File: src/hdl/bmfc_pkg.sv
// Package for the buck mode and fault control block: offsets, fields, reset values, encodings, timing counts.
`default_nettype none
package bmfc_pkg;
	// Register byte offsets
	localparam logic [7:0] BMFC_OTP_ADDR    = 8'h00; // Trimmed selections (one-time programmed image)
	localparam logic [7:0] BMFC_MODE_ADDR   = 8'h04; // Operating mode and pin function
	localparam logic [7:0] BMFC_ROUTE_ADDR  = 8'h08; // Fault to power-good routing
	localparam logic [7:0] BMFC_FLAG_ADDR   = 8'h0c; // Latched fault flags, write one to clear
	localparam logic [7:0] BMFC_MASK_ADDR   = 8'h10; // Interrupt mask
	localparam logic [7:0] BMFC_STAT_ADDR   = 8'h14; // Live status and derived values
	// Field positions in the trim register
	localparam int BMFC_MINTON_LSB = 0;
	localparam int BMFC_PFMTON_LSB = 2;
	localparam int BMFC_SS_LSB     = 4;
	localparam int BMFC_ILIM_LSB   = 6;
	localparam int BMFC_SLOPE_LSB  = 8;
	localparam int BMFC_GM_LSB     = 10;
	localparam int BMFC_RCOMP_LSB  = 12;
	localparam int BMFC_DEFMODE_LSB = 15;
	// Field positions in the flag, mask and status registers
	localparam int BMFC_UV_BIT = 0;
	localparam int BMFC_OV_BIT = 1;
	// Reset values of the trim image, pin function select and routing
	localparam logic [1:0] BMFC_MINTON_RST  = 2'h1;
	localparam logic [1:0] BMFC_PFMTON_RST  = 2'h2;
	localparam logic [1:0] BMFC_SS_RST      = 2'h0;
	localparam logic [1:0] BMFC_ILIM_RST    = 2'h0;
	localparam logic [1:0] BMFC_SLOPE_RST   = 2'h2;
	localparam logic [1:0] BMFC_GM_RST      = 2'h2;
	localparam logic [2:0] BMFC_RCOMP_RST   = 3'h0;
	localparam logic [1:0] BMFC_DEFMODE_RST = 2'h3;
	localparam logic       BMFC_PINSEL_RST  = 1'b0;
	localparam logic [3:0] BMFC_ROUTE_RST   = 4'hf;
	// Operating mode codes
	localparam logic [1:0] BMFC_MODE_PFM = 2'h0;
	localparam logic [1:0] BMFC_MODE_PWM = 2'h3;
	// Ratio limit above which switching halves
	localparam logic [7:0] BMFC_RATIO_LIMIT = 8'h06;
	// Timing in ns and clock period
	localparam int BMFC_CLK_NS = 25;
	localparam int BMFC_MINTON_NS [4] = '{40, 60, 80, 100};
	localparam int BMFC_PFMTON_NS [4] = '{160, 320, 640, 800};
	// Analog units, scaled by ten for slope
	localparam int BMFC_SLOPE_X10 [4] = '{450, 675, 900, 1125};
	localparam int BMFC_GM_US     [4] = '{14, 21, 28, 35};
	localparam int BMFC_RCOMP_STEP_KOHM = 150;
	typedef enum logic [1:0] {BMFC_IDLE, BMFC_RAMP, BMFC_RUN} bmfc_state_e;
endpackage
`default_nettype wire

File: src/hdl/bmfc_top.sv
// Buck mode and fault control: trims, mode selection, pulse timing, fault flags and power-good routing.
//
// Overview of operation
// Minimum on-time codes give 40/60/80/100 ns
// Software should program minimum on-time code 01
// Ratio above six halves the switching frequency
// Pin select zero: sync input, register mode
// Mode 00 is PFM, 11 is PWM
// Pin select one: low PWM, high PFM
// Software leaves register mode alone in pin mode
// Pulse on-time codes give 160/320/640/800 ns
// Software should program pulse on-time code 10
// Startup ramps over selected soft-start duration
// Four-step current limit, recovers when cleared
// Slope, transconductance, resistor compensation selections
// Feedback comparators flag under and overvoltage
// Overvoltage drives power-good outputs when routed
// Undervoltage drives power-good outputs when routed
// Faults latch flags; write one clears
// Live status bits follow present faults
// Fault present during clear keeps flag
`timescale 1ns/1ps
`default_nettype none
module bmfc_top
	import bmfc_pkg::*;
#(
	parameter int SS_BASE_CYCLES = 4000 // Soft-start cycles per step of the selection
)
(
	// Clock and reset
	input  wire logic        mclk_i,
	input  wire logic        reset_i,
	// Register port
	input  wire logic [7:0]  addr_i,
	input  wire logic [31:0] wdata_i,
	input  wire logic        wr_i,
	input  wire logic        rd_i,
	output logic      [31:0] rdata_o,
	// Board pin and analog inputs
	input  wire logic        mode_sync_pin_i,
	input  wire logic        undervolt_cmp_i,
	input  wire logic        overvolt_cmp_i,
	input  wire logic [7:0]  vin_vout_ratio_i,
	input  wire logic        overcurrent_i,
	input  wire logic        enable_i,
	input  wire logic        cycle_start_i,
	// Converter controls
	output logic             pwm_mode_o,
	output logic             sync_in_o,
	output logic             half_freq_o,
	output logic             hs_min_on_o,
	output logic             pfm_on_o,
	output logic             hs_gate_allow_o,
	output logic             softstart_busy_o,
	output logic      [1:0]  current_limit_sel_o,
	output logic      [1:0]  slope_comp_sel_o,
	output logic      [1:0]  transconductance_sel_o,
	output logic      [2:0]  comp_resistor_sel_o,
	// Power good and interrupt
	output logic             power_good_out1_o,
	output logic             power_good_out2_o,
	output logic             irq_o
);
	// Trim image fields
	logic [1:0]  min_on_time_sel_r;      // Minimum high-side on-time code
	logic [1:0]  pulse_on_time_sel_r;    // Pulse-frequency on-time code
	logic [1:0]  softstart_sel_r;        // Soft-start length code
	logic [1:0]  current_limit_sel_r;    // Current limit code
	logic [1:0]  slope_comp_sel_r;       // Slope compensation code
	logic [1:0]  transconductance_sel_r; // Amplifier transconductance code
	logic [2:0]  comp_resistor_sel_r;    // Compensation resistor code
	logic [1:0]  default_operating_mode_r; // Mode loaded into the mode field at reset
	// Mode and routing
	logic        pin_function_sel_r;     // 0 sync input, 1 mode input
	logic [1:0]  reg_operating_mode_r;   // Software mode field
	logic        overvolt_to_good1_en_r;
	logic        overvolt_to_good2_en_r;
	logic        undervolt_to_good1_en_r;
	logic        undervolt_to_good2_en_r;
	// Fault flags and mask
	logic        undervolt_latched_flag_r;
	logic        overvolt_latched_flag_r;
	logic [1:0]  irq_mask_r;
	// Soft-start sequencer
	bmfc_state_e ss_state_r;
	logic [15:0] ss_cnt_r;
	logic        mode_pin_r;             // Pin level seen last cycle
	logic        uv_live_r;              // Registered live undervoltage
	logic        ov_live_r;              // Registered live overvoltage

	// Cycle count for a time in ns, rounded up, at least one
	function automatic logic [5:0] ns_to_cycles(input int ns);
		int c;
		c = (ns + BMFC_CLK_NS - 1) / BMFC_CLK_NS;
		if (c < 1) c = 1;
		return c[5:0];
	endfunction

	// Write strobes per register
	wire         wr_otp   = wr_i && (addr_i == BMFC_OTP_ADDR);
	wire         wr_mode  = wr_i && (addr_i == BMFC_MODE_ADDR);
	wire         wr_route = wr_i && (addr_i == BMFC_ROUTE_ADDR);
	wire         wr_flag  = wr_i && (addr_i == BMFC_FLAG_ADDR);
	wire         wr_mask  = wr_i && (addr_i == BMFC_MASK_ADDR);

	// Mode selection: pin in mode-input use, else register field
	wire         reg_is_pwm  = (reg_operating_mode_r == BMFC_MODE_PWM);
	wire         pwm_sel     = pin_function_sel_r ? ~mode_pin_r : reg_is_pwm;
	wire         half_sel    = (vin_vout_ratio_i > BMFC_RATIO_LIMIT);

	// Timer loads from the lookup of the selected code
	wire  [5:0]  min_on_cyc  = ns_to_cycles(BMFC_MINTON_NS[min_on_time_sel_r]);
	wire  [5:0]  pfm_on_cyc  = ns_to_cycles(BMFC_PFMTON_NS[pulse_on_time_sel_r]);
	wire         min_on_w;
	wire         pfm_on_w;

	// Fault flag next values; a live fault beats the clear
	wire         uv_clr      = wr_flag && wdata_i[BMFC_UV_BIT];
	wire         ov_clr      = wr_flag && wdata_i[BMFC_OV_BIT];
	wire         uv_flag_nxt = uv_live_r | (undervolt_latched_flag_r & ~uv_clr);
	wire         ov_flag_nxt = ov_live_r | (overvolt_latched_flag_r & ~ov_clr);
	// Power-good drive from routed faults
	wire         good1_nxt   = (ov_live_r & overvolt_to_good1_en_r) | (uv_live_r & undervolt_to_good1_en_r);
	wire         good2_nxt   = (ov_live_r & overvolt_to_good2_en_r) | (uv_live_r & undervolt_to_good2_en_r);
	wire  [1:0]  flags_w     = {overvolt_latched_flag_r, undervolt_latched_flag_r};
	wire         irq_nxt     = |({ov_flag_nxt, uv_flag_nxt} & irq_mask_r);

	// Soft-start length grows with the selection code
	wire  [15:0] ss_len      = 16'((32'(softstart_sel_r) + 32'd1) * SS_BASE_CYCLES);

	// Read mux
	wire  [31:0] otp_rd  = {16'h0000, default_operating_mode_r[0], comp_resistor_sel_r, transconductance_sel_r,
	                        slope_comp_sel_r, current_limit_sel_r, softstart_sel_r, pulse_on_time_sel_r,
	                        min_on_time_sel_r} | {15'h0000, default_operating_mode_r[1], 16'h0000};
	wire  [31:0] rd_data = (addr_i == BMFC_OTP_ADDR)   ? otp_rd :
	                       (addr_i == BMFC_MODE_ADDR)  ? {29'h0, pin_function_sel_r, reg_operating_mode_r} :
	                       (addr_i == BMFC_ROUTE_ADDR) ? {28'h0, undervolt_to_good2_en_r, undervolt_to_good1_en_r,
	                                                      overvolt_to_good2_en_r, overvolt_to_good1_en_r} :
	                       (addr_i == BMFC_FLAG_ADDR)  ? {30'h0, flags_w} :
	                       (addr_i == BMFC_MASK_ADDR)  ? {30'h0, irq_mask_r} :
	                       (addr_i == BMFC_STAT_ADDR)  ? {24'h0, ss_state_r == BMFC_RUN, half_sel, pwm_sel,
	                                                      overcurrent_i, 2'h0, ov_live_r, uv_live_r} :
	                       32'h0000_0000; // Unmapped reads as zero

	// Minimum on-time one-shot
	bmfc_pulse_timer u_min_on (
		.mclk_i   (mclk_i),
		.reset_i  (reset_i),
		.start_i  (cycle_start_i),
		.cycles_i (min_on_cyc),
		.on_o     (min_on_w)
	);

	// Pulse-frequency on-time one-shot, fired only in that mode
	bmfc_pulse_timer u_pfm_on (
		.mclk_i   (mclk_i),
		.reset_i  (reset_i),
		.start_i  (cycle_start_i && !pwm_sel),
		.cycles_i (pfm_on_cyc),
		.on_o     (pfm_on_w)
	);

	// Trim image; stands for the programmed fuses, writable for bring-up
	always_ff @(posedge mclk_i) begin
		if (reset_i) begin
			min_on_time_sel_r        <= BMFC_MINTON_RST;
			pulse_on_time_sel_r      <= BMFC_PFMTON_RST;
			softstart_sel_r          <= BMFC_SS_RST;
			current_limit_sel_r      <= BMFC_ILIM_RST;
			slope_comp_sel_r         <= BMFC_SLOPE_RST;
			transconductance_sel_r   <= BMFC_GM_RST;
			comp_resistor_sel_r      <= BMFC_RCOMP_RST;
			default_operating_mode_r <= BMFC_DEFMODE_RST;
		end else if (wr_otp) begin
			min_on_time_sel_r        <= wdata_i[BMFC_MINTON_LSB +: 2];
			pulse_on_time_sel_r      <= wdata_i[BMFC_PFMTON_LSB +: 2];
			softstart_sel_r          <= wdata_i[BMFC_SS_LSB +: 2];
			current_limit_sel_r      <= wdata_i[BMFC_ILIM_LSB +: 2];
			slope_comp_sel_r         <= wdata_i[BMFC_SLOPE_LSB +: 2];
			transconductance_sel_r   <= wdata_i[BMFC_GM_LSB +: 2];
			comp_resistor_sel_r      <= wdata_i[BMFC_RCOMP_LSB +: 3];
			default_operating_mode_r <= wdata_i[BMFC_DEFMODE_LSB +: 2];
		end
	end

	// Mode field: reset takes the fuse default; reserved codes are not filtered
	always_ff @(posedge mclk_i) begin
		if (reset_i) begin
			reg_operating_mode_r <= BMFC_DEFMODE_RST;
			pin_function_sel_r   <= BMFC_PINSEL_RST;
		end else if (wr_mode) begin
			reg_operating_mode_r <= wdata_i[1:0];
			pin_function_sel_r   <= wdata_i[2];
		end
	end

	// Routing and mask
	always_ff @(posedge mclk_i) begin
		if (reset_i) begin
			{undervolt_to_good2_en_r, undervolt_to_good1_en_r,
			 overvolt_to_good2_en_r, overvolt_to_good1_en_r} <= BMFC_ROUTE_RST;
			irq_mask_r <= 2'h0;
		end else begin
			if (wr_route) begin
				{undervolt_to_good2_en_r, undervolt_to_good1_en_r,
				 overvolt_to_good2_en_r, overvolt_to_good1_en_r} <= wdata_i[3:0];
			end
			if (wr_mask) begin
				irq_mask_r <= wdata_i[1:0];
			end
		end
	end

	// Comparator sampling and fault flags; live bits never latch
	always_ff @(posedge mclk_i) begin
		if (reset_i) begin
			uv_live_r                <= 1'b0;
			ov_live_r                <= 1'b0;
			mode_pin_r               <= 1'b0;
			undervolt_latched_flag_r <= 1'b0;
			overvolt_latched_flag_r  <= 1'b0;
		end else begin
			uv_live_r                <= undervolt_cmp_i;
			ov_live_r                <= overvolt_cmp_i;
			mode_pin_r               <= mode_sync_pin_i;
			undervolt_latched_flag_r <= uv_flag_nxt;
			overvolt_latched_flag_r  <= ov_flag_nxt;
		end
	end

	// Soft-start sequencer: idle until enabled, ramp for the chosen length, then run
	always_ff @(posedge mclk_i) begin
		if (reset_i) begin
			ss_state_r <= BMFC_IDLE;
			ss_cnt_r   <= 16'h0000;
		end else if (!enable_i) begin
			ss_state_r <= BMFC_IDLE;
			ss_cnt_r   <= 16'h0000;
		end else begin
			case (ss_state_r)
				BMFC_IDLE: begin
					ss_state_r <= BMFC_RAMP;
					ss_cnt_r   <= ss_len;
				end
				BMFC_RAMP: begin
					if (ss_cnt_r <= 16'h0001) begin
						ss_state_r <= BMFC_RUN;
					end
					ss_cnt_r <= ss_cnt_r - 16'h0001;
				end
				default: begin
					ss_state_r <= BMFC_RUN;
				end
			endcase
		end
	end

	// Output registers
	always_ff @(posedge mclk_i) begin
		if (reset_i) begin
			rdata_o                <= 32'h0000_0000;
			pwm_mode_o             <= 1'b0;
			sync_in_o              <= 1'b0;
			half_freq_o            <= 1'b0;
			hs_min_on_o            <= 1'b0;
			pfm_on_o               <= 1'b0;
			hs_gate_allow_o        <= 1'b0;
			softstart_busy_o       <= 1'b0;
			current_limit_sel_o    <= BMFC_ILIM_RST;
			slope_comp_sel_o       <= BMFC_SLOPE_RST;
			transconductance_sel_o <= BMFC_GM_RST;
			comp_resistor_sel_o    <= BMFC_RCOMP_RST;
			power_good_out1_o      <= 1'b0;
			power_good_out2_o      <= 1'b0;
			irq_o                  <= 1'b0;
		end else begin
			rdata_o                <= rd_i ? rd_data : 32'h0000_0000;
			pwm_mode_o             <= pwm_sel;
			sync_in_o              <= !pin_function_sel_r && mode_pin_r;
			half_freq_o            <= half_sel;
			hs_min_on_o            <= min_on_w;
			pfm_on_o               <= pfm_on_w;
			// Overcurrent cuts the gate for every cycle it stands; the cycle after it drops resumes
			hs_gate_allow_o        <= (ss_state_r != BMFC_IDLE) && !overcurrent_i;
			softstart_busy_o       <= (ss_state_r == BMFC_RAMP);
			current_limit_sel_o    <= current_limit_sel_r;
			slope_comp_sel_o       <= slope_comp_sel_r;
			transconductance_sel_o <= transconductance_sel_r;
			comp_resistor_sel_o    <= comp_resistor_sel_r;
			power_good_out1_o      <= good1_nxt;
			power_good_out2_o      <= good2_nxt;
			irq_o                  <= irq_nxt;
		end
	end
endmodule
`default_nettype wire

File: src/hdl/bmfc_pulse_timer.sv
// One-shot on-time timer: holds its output for a loaded number of clock cycles.
`timescale 1ns/1ps
`default_nettype none
module bmfc_pulse_timer
	import bmfc_pkg::*;
(
	// Clock and reset
	input  wire logic       mclk_i,
	input  wire logic       reset_i,
	// Control
	input  wire logic       start_i,
	input  wire logic [5:0] cycles_i,
	// Pulse
	output logic            on_o
);
	logic [5:0] cnt_r; // Cycles left in the pulse

	// Load on start, count down to zero; output is the count being nonzero
	always_ff @(posedge mclk_i) begin
		if (reset_i) begin
			cnt_r <= 6'h00;
			on_o  <= 1'b0;
		end else if (start_i) begin
			cnt_r <= cycles_i;
			on_o  <= (cycles_i != 6'h00);
		end else if (cnt_r != 6'h00) begin
			cnt_r <= cnt_r - 6'h01;
			on_o  <= (cnt_r > 6'h01);
		end else begin
			on_o  <= 1'b0;
		end
	end
endmodule
`default_nettype wire

File: config.mk
export PLATFORM = sky130hd
export DESIGN_NAME = bmfc_top
export DESIGN_NICKNAME = d
export VERILOG_FILES = /design/src/hdl/bmfc_pkg.sv /design/src/hdl/bmfc_top.sv /design/src/hdl/bmfc_pulse_timer.sv
export SDC_FILE = /design/constraint.sdc
export NUM_CORES = 1
export LEC_CHECK = 0
export BUFFER_PORTS_ARGS = -buffer_cell sky130_fd_sc_hd__buf_4
export CAP_MARGIN = 20
export CORE_MARGIN = 2
export CORE_UTILIZATION = 52
export CTS_BUF_LIST = sky130_fd_sc_hd__clkbuf_2
export CTS_CLUSTER_DIAMETER = 80
export DETAILED_ROUTE_END_ITERATION = 6
export PLACE_DENSITY = 0.76
export SYNTH_ARGS = -nofsm -noshare
export SYNTH_HDL_FRONTEND = slang
export SYNTH_SLANG_ARGS = --single-unit
export TNS_END_PERCENT = 10
File: constraint.sdc
create_clock -name mclk_i -period 5.6 [get_ports mclk_i]
set_input_delay 1.12 -clock mclk_i [delete_from_list [all_inputs] [get_ports mclk_i]]
set_output_delay 1.12 -clock mclk_i [all_outputs]
set_load 0.1 [all_outputs]
==> impl_results.md <==
* Run status: complete, no violations
* Peak VDD IR at about 0.24 mV
* Largest net degree at the start of global routing at 69
* Yosys warnings at 0
* Post-synthesis sequential area ratio at 0.389
* Hold buffers post-CTS at 0
* # clock sinks at 99
* CP arrival at around 3.8 ns
* Die width at 103 µm
* Final core utilization at 0.601
* TritonCTS clock tree: yes
* Post-cts resize count at 0
* Async set or reset register ratio after synthesis at 0
* Final std cells w/o fill at around 800
* Num rows at 36
* Crit path launch: min_on_time_sel_r[1]
* Port Buf Inserts at a little under 80
* Synth top area cells: dfxtp_1 (39%), ha_1 (7.6%), nand2_1 (5.1%)
* RSZ-0062 raised after global routing: no
* Routed Antenna Nets at 0
* Area delta synth->final at 13.6%
* Post-CTS Setup Inserts at 0
* Most used DFF post-synth: dfxtp_1
* Drt first pass iters at 4
* Static leakage at between 2 and 2.5 nW
* Worst-path clk slew at around 0.27 ns
* Total power draw at approximately 0.0014 W
* Number of antenna diodes at 0
* Worst r2r path cells at 10
* Setup violations, final at 0
* Period utilization at 0.592
* Core Area at between 0.009 and 0.01 mm²
* Initial antenna violation count at 0
* PD cells at 250 mW/mm²
* Vias per cell at 5.41
* Max-slew headroom at 0.476
* Layout fillers at approximately 880
* DRC violation count after routing at 0
* Final Skew at 0.0292 ns
* Type of the worst setup path: reg2reg
* Crit path launch type: flop
* 1st-iter DRT viols at between 150 and 200
* Post-detail-place hpwl at ~8100 µm
* Max-Cap Viols at 0
* CP Max Fanout at 13
* Global-route wire length before repair at roughly 19000 µm
* Pins over their slew limit at 0
* Share of post-route cells with drive strength above 1 at 0.169
* Fin Setup TNS at 0 ns
* Final Hold Viols at 0
* Dpl cell area at between 0.005 and 0.006 mm²
* Share of the synthesized area in the top cell type at 0.389
* Reg2reg end: u_min_on.cnt_r[1]
* HP Class: reg2reg
* Die area at 0.0106 mm²
* Gate Count Post-Synth at ~610
* Final min period at approximately 3.3 ns
* CTS Buffer Depth at 2
* WL final at roughly 12000 µm
* I/O Pins at ~110
* Number of flops mapped to enable cells by yosys at 0
* Avg Synthesized Cell Area at ~8.4 µm²
* Synth cell types at 65
* Critical path data required time at 6.12 ns
* Critical Path Sink: u_min_on.cnt_r[1]
* Vias in the first global route at 4079
* WL/cell at between 10 and 15 µm
* Placed cells at ~790
* Grt ovf at 0
* Least-Margin Pin Slew at approximately 0.78 ns
* Clock Tree Root: clkbuf_2
* Reg2reg setup slack at between 2 and 2.5 ns
* Initial Utilization at 0.529
* Crit end category: flop
* Final Cell Area at 0.00579 mm²
* Nets@finish at ~760
* Max Clock Freq at about 300 MHz
* Height of the die at 103 µm
* Final GP Congestion at ~0.95
* Worst r2r src: min_on_time_sel_r[1]
* Vias at between 4k and 5k
* Mapped cell area at 0.00510 mm²
* CTS buffer count at 9
* Worst-Skew Late Latency at 0.64 ns
* Total global-route track usage at 0.223
* CTS HTree Levels at 3
* Synth area leader: dfxtp_1
* FF+latch count, synth at 99
==> cell usage after synthesis (6+ instances only) <==
cell type	number
nand2_1	69
o21ai_0	26
buf_4	15
clkbuf_1	27
inv_1	24
a31oi_1	7
a211oi_1	13
nor3b_1	8
and2_1	13
a21oi_1	43
xor2_1	8
nand2b_1	8
nor3_1	20
nand3_1	8
nand3b_1	6
nor2b_1	28
dfxtp_1	99
o22ai_1	6
nor2_1	55
xnor2_1	8
ha_1	31
a211o_1	7
a22oi_1	8
==> logic make-up (layout without fill, tap and decap cells) <==
group | after synthesis | in the layout | synth area share
flip-flops | 99 | 99 | 0.389
adder cells (fa/ha/maj) | 33 | 33 | 0.0839
other | 1 | 15 | 0.000735
buffers and inverters | 70 | 119 | 0.0633
XOR/XNOR | 16 | 16 | 0.0275
AND/OR/NAND/NOR | 246 | 246 | 0.252
AO/OA/AOI/OAI | 134 | 134 | 0.169
multiplexers | 7 | 7 | 0.0150
==> state kept, by name (all words and copies together) (netlist names), 3 cells and up <==
register,count
comp_resistor_sel_r,3
comp_resistor_sel_o,3
ss_cnt_r,16
u_pfm_on.cnt_r,6
u_min_on.cnt_r,6
rdata_o,17
==> how the worst min path moves through the flow <==
stage                              from     endpoint  slack (ns)  cells after the start
after floorplan           u_min_on.on_o  hs_min_on_o        0.41                      1
after global placement    u_pfm_on.on_o     pfm_on_o        0.43                      1
after detailed placement  u_pfm_on.on_o     pfm_on_o        0.43                      1
after CTS                 u_pfm_on.on_o     pfm_on_o        0.47                      1
after global routing      u_pfm_on.on_o     pfm_on_o        0.48                      1
final                     u_pfm_on.on_o     pfm_on_o        0.47                      1
==> stage by stage <==
stage | hold WS, ns | setup slack, ns
floorplan | 0.414 | 2.97
global route | 0.480 | 2.08
finish | 0.466 | 2.28
detailed placement | 0.428 | 2.38
global placement | 0.427 | 2.49
CTS | 0.468 | 2.35
==> worst max-delay path: stages, from the launching register on <==
cell and delay [ns]:
dfxtp_1 0.66, ha_1 0.40, inv_1 0.08, ha_1 0.39
nand2b_1 0.20, a211oi_1 0.60, nor4_2 0.16, nor3_2 0.28
nor4bb_4 0.27, a31o_1 0.15, a211oi_2 0.06
==> power breakdown <==
part,switching [W],leakage [nW],total [W],internal [W]
Sequential,0.0000292,0.807,0.000774,0.000744
Combinational,0.000214,1.49,0.000333,0.000119
Clock,0.000270,0.0682,0.000342,0.0000721
==> area by class of cell <==
type	count	area, µm²	share of cell area
Tap cell	133	166	0.0287
Inverter	24	90.1	0.0155
Clock buffer	9	45.0	0.00777
Multi-Input combinational cell	451	2850	0.491
Clock inverter	7	70.1	0.0121
Sequential cell	99	1980	0.342
Timing Repair Buffer	79	593	0.102
==> metal layers <==
layer / routed length (µm) / track usage
met1: 4990 / 0.265
met3: 516 / 0.0522
met4: 221 / 0.0921
met2: 5790 / 0.386
met5: 0 / 0
==> cell usage in the layout (no fill, tap or decap), types with 5 or more instances in the layout <==
cell       n
ha_1      31
a21oi_1   43
nor2b_1   28
dfxtp_1   99
conb_1    15
xor2_1     8
or3_1      5
nor2_1    55
nor3b_1    8
mux2_2     5
nand2_1   69
buf_4     79
a211oi_1  13
o22ai_1    6
a31oi_1    7
a22oi_1    8
nand3_1    8
a211o_1    7
o21ai_0   26
nand3b_1   6
and2_1    13
inv_1     24
xnor2_1    8
clkbuf_2   9
nor3_1    20
nand2b_1   8
No activity file was read; power rests on OpenSTA's default activity.
